## src/ddrcke_pkg.sv

```systemverilog
// Package with types and constants for the DDR3 command and clock-enable state decoder
package ddrcke_pkg;

  localparam int NUM_BANKS = 8;
  localparam int BANK_W = 3;
  localparam int ADDR_W = 14;
  localparam int BL8_BEATS = 4;
  localparam int BC4_BEATS = 2;
  localparam int RD_LAT = 6;
  localparam int WR_LAT = 5;
  localparam int PRE_CYCLES = 6;
  localparam int REF_CYCLES = 44;
  localparam int XS_CYCLES = 48;
  localparam int XP_CYCLES = 3;
  localparam int MRD_CYCLES = 4;
  localparam int CNT_W = 8;
  localparam logic [NUM_BANKS-1:0] BANKS_RESET = 8'h00;
  localparam int AP_BIT = 10;
  localparam int BC_BIT = 12;

  typedef enum logic [3:0] {
    CMD_MRS,
    CMD_REF,
    CMD_PRE,
    CMD_ACT,
    CMD_WR,
    CMD_RD,
    CMD_NOP,
    CMD_ZQ,
    CMD_BAD
  } ddrcke_cmd_e;

  typedef enum logic [3:0] {
    ST_IDLE,
    ST_ACTIVE,
    ST_READING,
    ST_WRITING,
    ST_PRECHARGING,
    ST_REFRESHING,
    ST_MODESET,
    ST_ACT_PD,
    ST_PRE_PD,
    ST_SELF_REF,
    ST_EXITING
  } ddrcke_state_e;

  typedef struct packed {
    logic csN;
    logic rasN;
    logic casN;
    logic weN;
    logic cke;
    logic [BANK_W-1:0] bank;
    logic [ADDR_W-1:0] addr;
  } ddrcke_pins_s;

  typedef struct packed {
    logic valid;
    ddrcke_cmd_e cmd;
    logic [BANK_W-1:0] bank;
    logic autoPre;
    logic chop;
  } ddrcke_act_s;

endpackage

```

## src/ddrcke_bank_table.sv

```systemverilog
// Per-bank open or closed flags
`timescale 1ns/100ps
module ddrcke_bank_table (
  // Clock and reset
  input wire logic clk,
  input wire logic reset,
  // Updates
  input wire logic openEn,
  input wire logic closeEn,
  input wire logic closeAll,
  input wire logic [ddrcke_pkg::BANK_W-1:0] bank,
  // State
  output logic [ddrcke_pkg::NUM_BANKS-1:0] openBanks_r
);

  genvar i;
  generate
    for (i = 0; i < ddrcke_pkg::NUM_BANKS; i++) begin : g_bank
      always_ff @(posedge clk) begin
        if (reset) begin
          openBanks_r[i] <= ddrcke_pkg::BANKS_RESET[i];
        end else if (openEn && bank == ddrcke_pkg::BANK_W'(i)) begin
          openBanks_r[i] <= 1'b1;
        end else if (closeAll || (closeEn && bank == ddrcke_pkg::BANK_W'(i))) begin
          openBanks_r[i] <= 1'b0;
        end
      end
    end
  endgenerate

endmodule

```

## src/ddrcke_decoder.sv

```systemverilog
// Command and clock-enable state decoder of a DDR3 memory device
//
// Behaviour
// - Commands decode from chip select, strobes, write enable and CKE at rising edge.
// - Bank inputs pick the target bank, or the mode register for mode set.
// - Started read or write bursts always run to completion uninterrupted.
// - No refresh is performed while in either power-down state.
// - Termination input ignored for state; termination off during self refresh.
// - Self refresh exits when clock enable returns high.
// - A no-operation never terminates an operation still running.
// - Deselect behaves exactly like no-operation.
// - Action chosen from prior state, current command, current and previous CKE.
// - Self refresh entered only from idle by refresh with CKE falling.
// - Power down during burst or precharge picks mode from banks at completion.
// - CKE falling with nop in idle or active: active power down if open, else precharge power down.
// - Idle needs banks closed, no burst and all delays met; the CKE level is not checked.
// - Command and address ignored while CKE stays low in power down.
`timescale 1ns/100ps
module ddrcke_decoder (
  // Clock and reset
  input wire logic clk,
  input wire logic reset,
  // Command pins
  input wire ddrcke_pkg::ddrcke_pins_s pins,
  input wire logic odt,
  // Mode setting
  input wire logic burstChopFixed,
  input wire logic onTheFly,
  // Status
  output ddrcke_pkg::ddrcke_state_e state_r,
  output ddrcke_pkg::ddrcke_act_s action_r,
  output logic [ddrcke_pkg::NUM_BANKS-1:0] openBanks_r,
  output logic refreshActive_r,
  output logic termEnable_r,
  output logic [2:0] modeRegSel_r,
  output logic modeRegWrite_r
);

  // ==========================================
  // Input synchronisers
  ddrcke_pkg::ddrcke_pins_s pinsMeta_r;
  ddrcke_pkg::ddrcke_pins_s pinsSync_r;
  logic odtMeta_r;
  logic odtSync_r;
  logic ckePrev_r;

  always_ff @(posedge clk) begin
    pinsMeta_r <= pins;
    pinsSync_r <= pinsMeta_r;
    odtMeta_r <= odt;
    odtSync_r <= odtMeta_r;
  end

  always_ff @(posedge clk) begin
    if (reset) begin
      ckePrev_r <= 1'b0;
    end else begin
      ckePrev_r <= pinsSync_r.cke;
    end
  end

  // ==========================================
  // Command decode
  ddrcke_pkg::ddrcke_cmd_e cmd;
  logic ckeNow;
  logic isNop;

  assign ckeNow = pinsSync_r.cke;

  always_comb begin
    cmd = ddrcke_pkg::CMD_NOP;
    if (!pinsSync_r.csN) begin
      case ({pinsSync_r.rasN, pinsSync_r.casN, pinsSync_r.weN})
        3'b000: cmd = ddrcke_pkg::CMD_MRS;
        3'b001: cmd = ddrcke_pkg::CMD_REF;
        3'b010: cmd = ddrcke_pkg::CMD_PRE;
        3'b011: cmd = ddrcke_pkg::CMD_ACT;
        3'b100: cmd = ddrcke_pkg::CMD_WR;
        3'b101: cmd = ddrcke_pkg::CMD_RD;
        3'b110: cmd = ddrcke_pkg::CMD_ZQ;
        3'b111: cmd = ddrcke_pkg::CMD_NOP;
        default: cmd = ddrcke_pkg::CMD_BAD;
      endcase
    end
  end

  assign isNop = (cmd == ddrcke_pkg::CMD_NOP);

  // ==========================================
  // Operation timer and burst bookkeeping
  logic [ddrcke_pkg::CNT_W-1:0] timer_r;
  logic autoPre_r;
  logic [ddrcke_pkg::BANK_W-1:0] burstBank_r;
  logic pdPending_r;
  logic timerDone;
  logic chopNow;
  logic [ddrcke_pkg::CNT_W-1:0] burstLen;

  assign timerDone = (timer_r == '0);
  assign chopNow = onTheFly ? !pinsSync_r.addr[ddrcke_pkg::BC_BIT] : burstChopFixed;
  assign burstLen = chopNow ? ddrcke_pkg::CNT_W'(ddrcke_pkg::BC4_BEATS)
                            : ddrcke_pkg::CNT_W'(ddrcke_pkg::BL8_BEATS);

  // ==========================================
  // State machine
  ddrcke_pkg::ddrcke_state_e stateNxt;
  logic [ddrcke_pkg::CNT_W-1:0] timerNxt;
  logic accept;
  logic openEn;
  logic closeEn;
  logic closeAll;
  logic [ddrcke_pkg::NUM_BANKS-1:0] banksAfter;
  logic anyOpen;

  assign anyOpen = |openBanks_r;
  assign banksAfter = closeAll ? '0 : openBanks_r;

  always_comb begin
    stateNxt = state_r;
    timerNxt = timerDone ? '0 : timer_r - 1'b1;
    accept = 1'b0;
    openEn = 1'b0;
    closeEn = 1'b0;
    closeAll = 1'b0;
    case (state_r)
      ddrcke_pkg::ST_IDLE, ddrcke_pkg::ST_ACTIVE: begin
        if (ckePrev_r && !ckeNow && isNop) begin
          stateNxt = anyOpen ? ddrcke_pkg::ST_ACT_PD : ddrcke_pkg::ST_PRE_PD;
        end else if (ckePrev_r && !ckeNow && cmd == ddrcke_pkg::CMD_REF
                     && state_r == ddrcke_pkg::ST_IDLE && !anyOpen) begin
          stateNxt = ddrcke_pkg::ST_SELF_REF;
        end else if (ckePrev_r && ckeNow && !isNop) begin
          accept = 1'b1;
          case (cmd)
            ddrcke_pkg::CMD_ACT: begin
              openEn = 1'b1;
              stateNxt = ddrcke_pkg::ST_ACTIVE;
            end
            ddrcke_pkg::CMD_PRE: begin
              closeEn = !pinsSync_r.addr[ddrcke_pkg::AP_BIT];
              closeAll = pinsSync_r.addr[ddrcke_pkg::AP_BIT];
              timerNxt = ddrcke_pkg::CNT_W'(ddrcke_pkg::PRE_CYCLES);
              stateNxt = ddrcke_pkg::ST_PRECHARGING;
            end
            ddrcke_pkg::CMD_RD: begin
              timerNxt = ddrcke_pkg::CNT_W'(ddrcke_pkg::RD_LAT) + burstLen;
              stateNxt = ddrcke_pkg::ST_READING;
            end
            ddrcke_pkg::CMD_WR: begin
              timerNxt = ddrcke_pkg::CNT_W'(ddrcke_pkg::WR_LAT) + burstLen;
              stateNxt = ddrcke_pkg::ST_WRITING;
            end
            ddrcke_pkg::CMD_REF: begin
              timerNxt = ddrcke_pkg::CNT_W'(ddrcke_pkg::REF_CYCLES);
              stateNxt = ddrcke_pkg::ST_REFRESHING;
            end
            ddrcke_pkg::CMD_MRS: begin
              timerNxt = ddrcke_pkg::CNT_W'(ddrcke_pkg::MRD_CYCLES);
              stateNxt = ddrcke_pkg::ST_MODESET;
            end
            default: accept = (cmd == ddrcke_pkg::CMD_ZQ);
          endcase
        end
      end
      ddrcke_pkg::ST_READING, ddrcke_pkg::ST_WRITING, ddrcke_pkg::ST_PRECHARGING,
      ddrcke_pkg::ST_REFRESHING, ddrcke_pkg::ST_MODESET: begin
        // Commands during the operation are not taken; the burst is never cut short
        if (timerDone) begin
          closeEn = autoPre_r && (state_r == ddrcke_pkg::ST_READING
                                  || state_r == ddrcke_pkg::ST_WRITING);
          if (pdPending_r || (ckePrev_r && !ckeNow && isNop)) begin
            if (state_r == ddrcke_pkg::ST_REFRESHING) begin
              stateNxt = ddrcke_pkg::ST_PRE_PD;
            end else begin
              stateNxt = ((openBanks_r & ~(closeEn ? (ddrcke_pkg::NUM_BANKS'(1) << burstBank_r)
                           : '0)) != '0) ? ddrcke_pkg::ST_ACT_PD
                                         : ddrcke_pkg::ST_PRE_PD;
            end
          end else begin
            stateNxt = anyOpen && !(closeEn && openBanks_r ==
                         (ddrcke_pkg::NUM_BANKS'(1) << burstBank_r))
                       ? ddrcke_pkg::ST_ACTIVE : ddrcke_pkg::ST_IDLE;
          end
        end
      end
      ddrcke_pkg::ST_ACT_PD, ddrcke_pkg::ST_PRE_PD: begin
        // Inputs other than clock enable are ignored here
        if (!ckePrev_r && ckeNow) begin
          timerNxt = ddrcke_pkg::CNT_W'(ddrcke_pkg::XP_CYCLES);
          stateNxt = ddrcke_pkg::ST_EXITING;
        end
      end
      ddrcke_pkg::ST_SELF_REF: begin
        if (ckeNow) begin
          timerNxt = ddrcke_pkg::CNT_W'(ddrcke_pkg::XS_CYCLES);
          stateNxt = ddrcke_pkg::ST_EXITING;
        end
      end
      ddrcke_pkg::ST_EXITING: begin
        if (timerDone) begin
          stateNxt = anyOpen ? ddrcke_pkg::ST_ACTIVE : ddrcke_pkg::ST_IDLE;
        end
      end
      default: stateNxt = ddrcke_pkg::ST_IDLE;
    endcase
  end

  always_ff @(posedge clk) begin
    if (reset) begin
      state_r <= ddrcke_pkg::ST_IDLE;
      timer_r <= '0;
    end else begin
      state_r <= stateNxt;
      timer_r <= timerNxt;
    end
  end

  // Power-down request seen while an operation is still running
  always_ff @(posedge clk) begin
    if (reset) begin
      pdPending_r <= 1'b0;
    end else if (stateNxt == ddrcke_pkg::ST_ACT_PD || stateNxt == ddrcke_pkg::ST_PRE_PD
                 || stateNxt == ddrcke_pkg::ST_IDLE || stateNxt == ddrcke_pkg::ST_ACTIVE) begin
      pdPending_r <= 1'b0;
    end else if (ckePrev_r && !ckeNow && isNop) begin
      pdPending_r <= 1'b1;
    end
  end

  always_ff @(posedge clk) begin
    if (reset) begin
      autoPre_r <= 1'b0;
      burstBank_r <= '0;
    end else if (accept && (cmd == ddrcke_pkg::CMD_RD || cmd == ddrcke_pkg::CMD_WR)) begin
      autoPre_r <= pinsSync_r.addr[ddrcke_pkg::AP_BIT];
      burstBank_r <= pinsSync_r.bank;
    end
  end

  // ==========================================
  // Bank flags
  ddrcke_bank_table u_banks (
    .clk(clk),
    .reset(reset),
    .openEn(openEn),
    .closeEn(closeEn),
    .closeAll(closeAll),
    .bank(accept ? pinsSync_r.bank : burstBank_r),
    .openBanks_r(openBanks_r)
  );

  // ==========================================
  // Outputs
  always_ff @(posedge clk) begin
    if (reset) begin
      action_r <= '{valid: 1'b0, cmd: ddrcke_pkg::CMD_NOP, bank: '0, autoPre: 1'b0, chop: 1'b0};
      modeRegSel_r <= '0;
      modeRegWrite_r <= 1'b0;
    end else begin
      action_r.valid <= accept;
      action_r.cmd <= accept ? cmd : ddrcke_pkg::CMD_NOP;
      action_r.bank <= pinsSync_r.bank;
      action_r.autoPre <= pinsSync_r.addr[ddrcke_pkg::AP_BIT];
      action_r.chop <= chopNow;
      modeRegWrite_r <= accept && cmd == ddrcke_pkg::CMD_MRS;
      if (accept && cmd == ddrcke_pkg::CMD_MRS) begin
        modeRegSel_r <= pinsSync_r.bank;
      end
    end
  end

  always_ff @(posedge clk) begin
    if (reset) begin
      refreshActive_r <= 1'b0;
      termEnable_r <= 1'b0;
    end else begin
      refreshActive_r <= (stateNxt == ddrcke_pkg::ST_REFRESHING)
                         || (stateNxt == ddrcke_pkg::ST_SELF_REF);
      termEnable_r <= odtSync_r && stateNxt != ddrcke_pkg::ST_SELF_REF;
    end
  end

endmodule

```

## config.mk

```make
export PLATFORM = sky130hd
export DESIGN_NAME = ddrcke_decoder
export DESIGN_NICKNAME = d
export VERILOG_FILES = /design/src/ddrcke_pkg.sv /design/src/ddrcke_bank_table.sv /design/src/ddrcke_decoder.sv
export SDC_FILE = /design/constraint.sdc
export NUM_CORES = 1
export LEC_CHECK = 0
export BUFFER_PORTS_ARGS = -buffer_cell sky130_fd_sc_hd__buf_4
export CAP_MARGIN = 20
export CORE_MARGIN = 1.5
export CORE_UTILIZATION = 40
export CTS_BUF_LIST = sky130_fd_sc_hd__clkbuf_4
export DETAILED_ROUTE_END_ITERATION = 7
export SLEW_MARGIN = 40
export SYNTH_ARGS = -nofsm -noshare
export SYNTH_HDL_FRONTEND = slang
export SYNTH_SLANG_ARGS = --single-unit
```

## constraint.sdc

```tcl
create_clock -name clk -period 3.2 [get_ports clk]
set_clock_uncertainty 0.1 [all_clocks]
set_input_delay 0.16 -clock clk [delete_from_list [all_inputs] [get_ports clk]]
set_output_delay 0.16 -clock clk [all_outputs]
set_load 0.02 [all_outputs]
```

==> results of run 1 <==
## how the worst min path moves through the flow
stage                    from             end  slack [ns]  cells past startpoint
6_report       pinsMeta_r[12]  pinsSync_r[12]        0.23                      0
2_1_floorplan             odt       odtMeta_r        0.09                      0
3_5_place_dp         pins[14]  pinsMeta_r[14]        0.17                      1
4_1_cts             odtMeta_r       odtSync_r        0.24                      0
3_3_place_gp         pins[15]  pinsMeta_r[15]        0.16                      1
5_1_grt        pinsMeta_r[17]          ckeNow        0.24                      0
## worst reg2reg max path: stages (launching register included)
cell	delay [ns]
sky130_fd_sc_hd__dfxtp_1	0.57
sky130_fd_sc_hd__and3b_1	0.27
sky130_fd_sc_hd__o21bai_1	0.37
sky130_fd_sc_hd__nor2b_1	0.45
sky130_fd_sc_hd__and4_1	0.26
sky130_fd_sc_hd__o21bai_1	0.11
sky130_fd_sc_hd__a31oi_4	0.21
sky130_fd_sc_hd__nor3_1	0.09
sky130_fd_sc_hd__nor4_2	0.20
## registers in the layout, indices dropped and copies added (netlist names), named ones only
register / count
state_r: 4
termEnable_r: 1
ckeNow: 1
burstBank_r: 3
pinsSync_r: 6
u_banks.openBanks_r: 8
pdPending_r: 1
modeRegWrite_r: 1
odtMeta_r: 1
ckePrev_r: 1
autoPre_r: 1
pinsMeta_r: 10
action_r: 9
odtSync_r: 1
modeRegSel_r: 3
timer_r: 8
refreshActive_r: 1
## metal layers
layer / wire [um] / vias to the layer above / track usage (%)
li1: - / 1329 / -
met1: 3240 / 1204 / 24.6
met2: 3210 / 74 / 29.9
met3: 401 / 8 / 5.72
met4: 88 / 0 / 8.39
met5: 0 / - / 0
## kinds of logic (layout without fill, tap and decap cells)
| family | after synthesis | after routing | synth area share, % |
|---|---|---|---|
| AOI/OAI and AO/OA | 81 | 81 | 19.0 |
| xor gates and xnor gates | 8 | 8 | 2.34 |
| adders and majority gates | 2 | 2 | 0.837 |
| buffers and inverters | 28 | 88 | 6.19 |
| DFF | 63 | 63 | 42.2 |
| muxes | 9 | 9 | 3.10 |
| other | 1 | 1 | 0.125 |
| and+or+nand+nor | 150 | 150 | 26.2 |
## layout make-up
cell class,count,area share (%)
timing repair buffer,63,14.0
clock inverter,6,2.34
multi-input combinational,251,42.6
tap,99,3.40
inverter,9,0.928
sequential,63,34.7
clock buffer,10,2.06
## power groups by stage
stage | clock network, mW | logic (mW) | registers (mW)
detailed placement | 0 | 0.584 | 0.956
global route | 0.671 | 0.677 | 0.950
finish | 0.625 | 0.606 | 0.938
global placement | 0 | 0.577 | 0.953
CTS | 0.644 | 0.604 | 0.938
floorplan | 0 | 0.487 | 0.938
## per-stage QoR
step	utilization (%)	cell area [um2]
finish	50.2	3640
CTS	50.1	3630
global route	50.2	3640
floorplan	-	2990
detailed placement	45.8	3320
global placement	45.8	3320
## layout by cell type, fill, tap and decap left out, types with 3 or more instances in the layout
master / count
sky130_fd_sc_hd__nand3_1: 9
sky130_fd_sc_hd__a21oi_1: 17
sky130_fd_sc_hd__nand4b_1: 3
sky130_fd_sc_hd__nor2b_1: 10
sky130_fd_sc_hd__a31oi_1: 4
sky130_fd_sc_hd__clkbuf_4: 10
sky130_fd_sc_hd__a211oi_1: 3
sky130_fd_sc_hd__nor2_1: 47
sky130_fd_sc_hd__a32o_1: 8
sky130_fd_sc_hd__nand3b_1: 5
sky130_fd_sc_hd__nor4_1: 7
sky130_fd_sc_hd__nand2_1: 34
sky130_fd_sc_hd__nor3_1: 8
sky130_fd_sc_hd__dlygate4sd3_1: 15
sky130_fd_sc_hd__o21ai_0: 19
sky130_fd_sc_hd__xnor2_1: 6
sky130_fd_sc_hd__mux2i_1: 7
sky130_fd_sc_hd__buf_4: 48
sky130_fd_sc_hd__o22ai_1: 3
sky130_fd_sc_hd__nand2b_1: 7
sky130_fd_sc_hd__inv_1: 8
sky130_fd_sc_hd__o31ai_1: 4
sky130_fd_sc_hd__dfxtp_1: 63
## what timing repair did
item | CTS | global route
setup buffers | 0 | 0
endpoints found under the setup margin | 0 | 0
endpoints found under the hold margin | 16 | 0
hold buffers | 15 | 0
==> flow_summary.ini, run 1 <==
[yosys]
yosys-top-cells-count = sky130_fd_sc_hd__dfxtp_1, sky130_fd_sc_hd__nor2_1, sky130_fd_sc_hd__nand2_1
async_flop_share_pct = 0
syn_area_um2 = 2990
post_synth_main_area_contributors = sky130_fd_sc_hd__dfxtp_1, sky130_fd_sc_hd__nor2_1, sky130_fd_sc_hd__nand2_1
ys.warnings.count = 0
most_used_standard_cell_by_instance_count_after_synthesis = sky130_fd_sc_hd__dfxtp_1
flip_flop_and_latch_count_after_synthesis = 63
synth.net_count = 371
syn_inst = 342
synth_enable_flop_cells = 0
ys_dominant_reg_cell = sky130_fd_sc_hd__dfxtp_1
ys_seq_area_share_pct = 42.2
yosysTopAreaCellShare_pct = 42.2
synth.distinct_cells = 65
postSynthAreaPerCell_um2 = 8.74
synth_top_area_cell = sky130_fd_sc_hd__dfxtp_1

[critical_path]
worstSetupEndpoint = pdPending_r
critical_path_cell_count = 8
critPathCaptureType = register
timing.critical_path.slowest_cell_delay_ns = 0.57
cell_by_cell_listing_of_the_critical_path = and3b_1 -> o21bai_1 -> nor2b_1 -> and4_1 -> o21bai_1 -> a31oi_4 -> nor3_1 -> nor4_2
worstPathRequired_ns = 3.43
cell_with_the_largest_stage_delay_on_the_worst_path = sky130_fd_sc_hd__dfxtp_1
worstPathBufferInverterCount = 0
worst_r2r_path_depth = 8
reg2reg_setup_slack_ns = 0.51
critical-path-top-delay-family = simple AND/OR/NAND/NOR gates
cp_common_cell = sky130_fd_sc_hd__o21bai_1
criticalPathCategory = register to register
crit_path_arrival_time_ns = 2.92
startpoint_type = register
crit_path_max_fanout = 12
r2r-end = pdPending_r

[die]
row_count = 31
placeableCoreArea_um2 = 7250
die_h_um = 89.4
num_io_pins = 55
die_w_um = 89.4
initial_core_utilization_pct = 41.2
die_outline_area_um2 = 8000

[placed_design]
gp_congestion = 0.861
placed_insts = 470
portBuffers = 41
setup_slack_placement_ns = 0.557
place_hpwl_mm = 4.80

[cells_and_area]
layout_nets = 426
multi_input_comb_area_um2 = 1550
antenna_diodes = 0
instances_no_fill = 501
seq_area_um2 = 1260
synthToLayoutAreaGrowth_pct = 21.8
layout.filler_cells = 728
drive_gt1_share_pct = 20.4

[global_route]
number_of_global_route_vias_before_repair = 2482
antenna_found_initial = 0
grt_max_degree = 29
global_route_wire_length_before_repair_mm = 11.6
global_route.usage.total_pct = 19.2
globalRoute.totalOverflow = 0

[power]
internal_power_component_mw = 1.47
leakage_nw = 1.44
ratio_of_total_power_to_cell_area_nw_per_um2 = 596
design_power_total_mw = 2.17
switching_share_pct = 32.4
share_seq_of_total_power_pct = 43.3
combinationalPowerShare_pct = 27.9
switchingPower_mw = 0.704
clock_power_share_pct = 28.8
irDropWorstVdd_mv = 0.283

[detailed_routing]
antenna_left = 0
route.vias.total = 2615
detail_route.wirelength_mm = 6.94
route.detailed.wl_per_inst_um = 13.9
drt_iter0_drc = 145
detailedRoute.firstPassIterationCount = 4
detail_route.vias_per_cell = 5.22
drc_errors = 0

[clocking]
cts_buffer_depth = 2
clk_lat_worst_skew_ns = 0.41
cts_tree = built
cts_inserted_buffers = 9
cts_resized = 0
cts_sinks = 63
clkSlewWorstSetupHoldPaths_ns = 0.10
cts_htree_levels = 3
cts-root-buf = sky130_fd_sc_hd__clkbuf_4

[sta]
totalNegativeSetupSlack_ns = 0
post-route-min-period_ns = 2.69
fin_ws_ns = 0.510
max_slew_margin_pct = 61.9
fmax_ghz = 0.372
report.final.setup_viol = 0
final_hold_viol_count = 0
finalCritPeriodShare_pct = 84.1
final-max-slew-violation-count = 0
max_slew.worst_pin.slew_ns = 0.570
fin_hold_ws_ns = 0.235
unrepaired_setup_endpoints_after_global_routing = no

[job]
max-cap-violations = 0

[worst_hold_path]
timing.hold.worst.class = register to register

[outcome]
outcome = completed
(Power assumes the default switching activity.)
==> run 2, diff against run 1 <==
==> constraint.sdc (replaced) <==
create_clock -name clk -period 2.8 [get_ports clk]
set_clock_uncertainty 0.1 [all_clocks]
set_input_delay 0.14 -clock clk [delete_from_list [all_inputs] [get_ports clk]]
set_output_delay 0.14 -clock clk [all_outputs]
set_load 0.02 [all_outputs]
==> run 2 against run 1 <==
Largest cell class unchanged; clock-buffer cell count did not move; fmax rose by 5.8%; power rose by 15%; worst setup slack got worse by 0.25 ns; core utilization increased by 0.83 points; wire length fell by 1.1%; sequential share of layout area down 0.56 points; flip-flop and latch count unchanged; die area stayed put.
==> flow_summary.ini, run 2 (same netlist as run 1, synthesis figures left out) <==
[outcome]
outcome = completed

[global_route]
grt_max_degree = 29
antenna_found_initial = 0
globalRoute.totalOverflow = 0
number_of_global_route_vias_before_repair = 2445
global_route.usage.total_pct = 18.7
global_route_wire_length_before_repair_mm = 11.4

[power]
clock_power_share_pct = 28.3
internal_power_component_mw = 1.70
switchingPower_mw = 0.794
combinationalPowerShare_pct = 29.1
leakage_nw = 1.48
ratio_of_total_power_to_cell_area_nw_per_um2 = 673
irDropWorstVdd_mv = 0.267
share_seq_of_total_power_pct = 42.6
switching_share_pct = 31.9
design_power_total_mw = 2.49

[critical_path]
reg2reg_setup_slack_ns = 0.26
crit_path_max_fanout = 6
crit_path_arrival_time_ns = 2.76
criticalPathCategory = register to register
worst_r2r_path_depth = 8
startpoint_type = register
critPathCaptureType = register
worstPathRequired_ns = 3.02

[cells_and_area]
layout_nets = 435
instances_no_fill = 510
drive_gt1_share_pct = 21.9
largest_register_ffs = 10
fin_util_pct = 51.0
commonest_non_fill_non_tap_cell_in_the_layout = sky130_fd_sc_hd__dfxtp_1
reg.largest.list = pinsMeta_r: 10 flops, action_r: 9 flops
commonest_non_fill_non_tap_cells_in_the_layout = sky130_fd_sc_hd__dfxtp_1, sky130_fd_sc_hd__buf_4, sky130_fd_sc_hd__nor2_1, sky130_fd_sc_hd__nand2_1, sky130_fd_sc_hd__o21ai_0
antenna_diodes = 0
largest_register = pinsMeta_r
synthToLayoutAreaGrowth_pct = 23.8

[worst_hold_path]
timing.hold.worst.class = register to register
min_path_cells = 0

[clocking]
cts_resized = 0
clkSlewWorstSetupHoldPaths_ns = 0.10
cts_sinks = 63
cts-root-buf = sky130_fd_sc_hd__clkbuf_4
cts_buffer_depth = 2
post_cts_buffers = 0
cts_tree = built
cts_inserted_buffers = 9
cts_htree_levels = 3
cts_hold_buffers = 15
clk_lat_worst_skew_ns = 0.40

[detailed_routing]
antenna_left = 0
drc_errors = 0
route.detailed.wl_per_inst_um = 13.5
detail_route.vias_per_cell = 5.19
drt_iter0_drc = 129
route.vias.total = 2646
detail_route.wirelength_mm = 6.87
detailedRoute.firstPassIterationCount = 4

[sta]
finalCritPeriodShare_pct = 90.8
max_slew.worst_pin.slew_ns = 0.830
max_slew_margin_pct = 43.9
fin_hold_ws_ns = 0.235
report.final.setup_viol = 0
final_hold_viol_count = 0
unrepaired_setup_endpoints_after_global_routing = no
fmax_ghz = 0.393
post-route-min-period_ns = 2.54
totalNegativeSetupSlack_ns = 0
final-max-slew-violation-count = 0

[die]
initial_core_utilization_pct = 41.2
placeableCoreArea_um2 = 7250
die_h_um = 89.4
die_outline_area_um2 = 8000
die_w_um = 89.4
row_count = 31
num_io_pins = 55

[job]
max-cap-violations = 0

[placed_design]
placed_insts = 479
place_hpwl_mm = 4.92
portBuffers = 41
gp_congestion = 0.894
## run 2: cell count changes in the layout (fill, tap and decap cells not counted)
| cell | change |
|---|---|
| sky130_fd_sc_hd__a41oi_1 | +1 |
| sky130_fd_sc_hd__a41oi_2 | -1 |
| sky130_fd_sc_hd__buf_4 | +9 |
## run 2: metal layers
metal | vias to the layer above | GRT usage [%] | wire length, um | share of wire [%]
li1 | 1354 | - | - | -
met1 | 1238 | 24.4 | 3330 | 49
met2 | 50 | 30.1 | 3240 | 47
met3 | 4 | 4.71 | 238 | 3.5
met4 | 0 | 6.71 | 55 | 0.80
met5 | - | 0 | 0 | 0
## run 2: area by class of cell
type / instances / area, um2
fill: 742 / 3550
sequential: 63 / 1260
clock buffer: 10 / 75.1
inverter: 9 / 33.8
timing repair buffer: 72 / 578
clock inverter: 6 / 85.1
tap: 99 / 124
multi-input combinational: 251 / 1540
## run 2: final timing paths
| kind | start | to |
|---|---|---|
| worst max-delay path | timer_r[2] | pdPending_r |
| worst min-delay path | pinsMeta_r[15] | pinsSync_r[15] |
| worst max register to register | timer_r[2] | pdPending_r |
| worst min register to register | pinsMeta_r[15] | pinsSync_r[15] |
## run 2: power groups by stage
stage | Clock (mW) | Sequential, mW | Combinational, mW
6_report | 0.704 | 1.06 | 0.726
5_1_grt | 0.769 | 1.08 | 0.798
4_1_cts | 0.733 | 1.06 | 0.729
3_5_place_dp | 0 | 1.08 | 0.705
3_3_place_gp | 0 | 1.08 | 0.700
2_1_floorplan | 0 | 1.07 | 0.557
## run 2: critical path: stages (launching register included)
cell                      delay, ns
sky130_fd_sc_hd__dfxtp_1       0.36
sky130_fd_sc_hd__or4_4         0.57
sky130_fd_sc_hd__nor4b_4       0.45
sky130_fd_sc_hd__buf_4         0.20
sky130_fd_sc_hd__a21oi_2       0.05
sky130_fd_sc_hd__a22o_1        0.18
sky130_fd_sc_hd__a21oi_1       0.26
sky130_fd_sc_hd__nor3_1        0.09
sky130_fd_sc_hd__nor4_2        0.20
## run 2: through the flow
stage	cell area (um2)	worst slack, ns
floorplan	2990	0.424
global placement	3390	0.286
detailed placement	3390	0.286
CTS	3700	0.241
global route	3700	0.0770
finish	3700	0.258
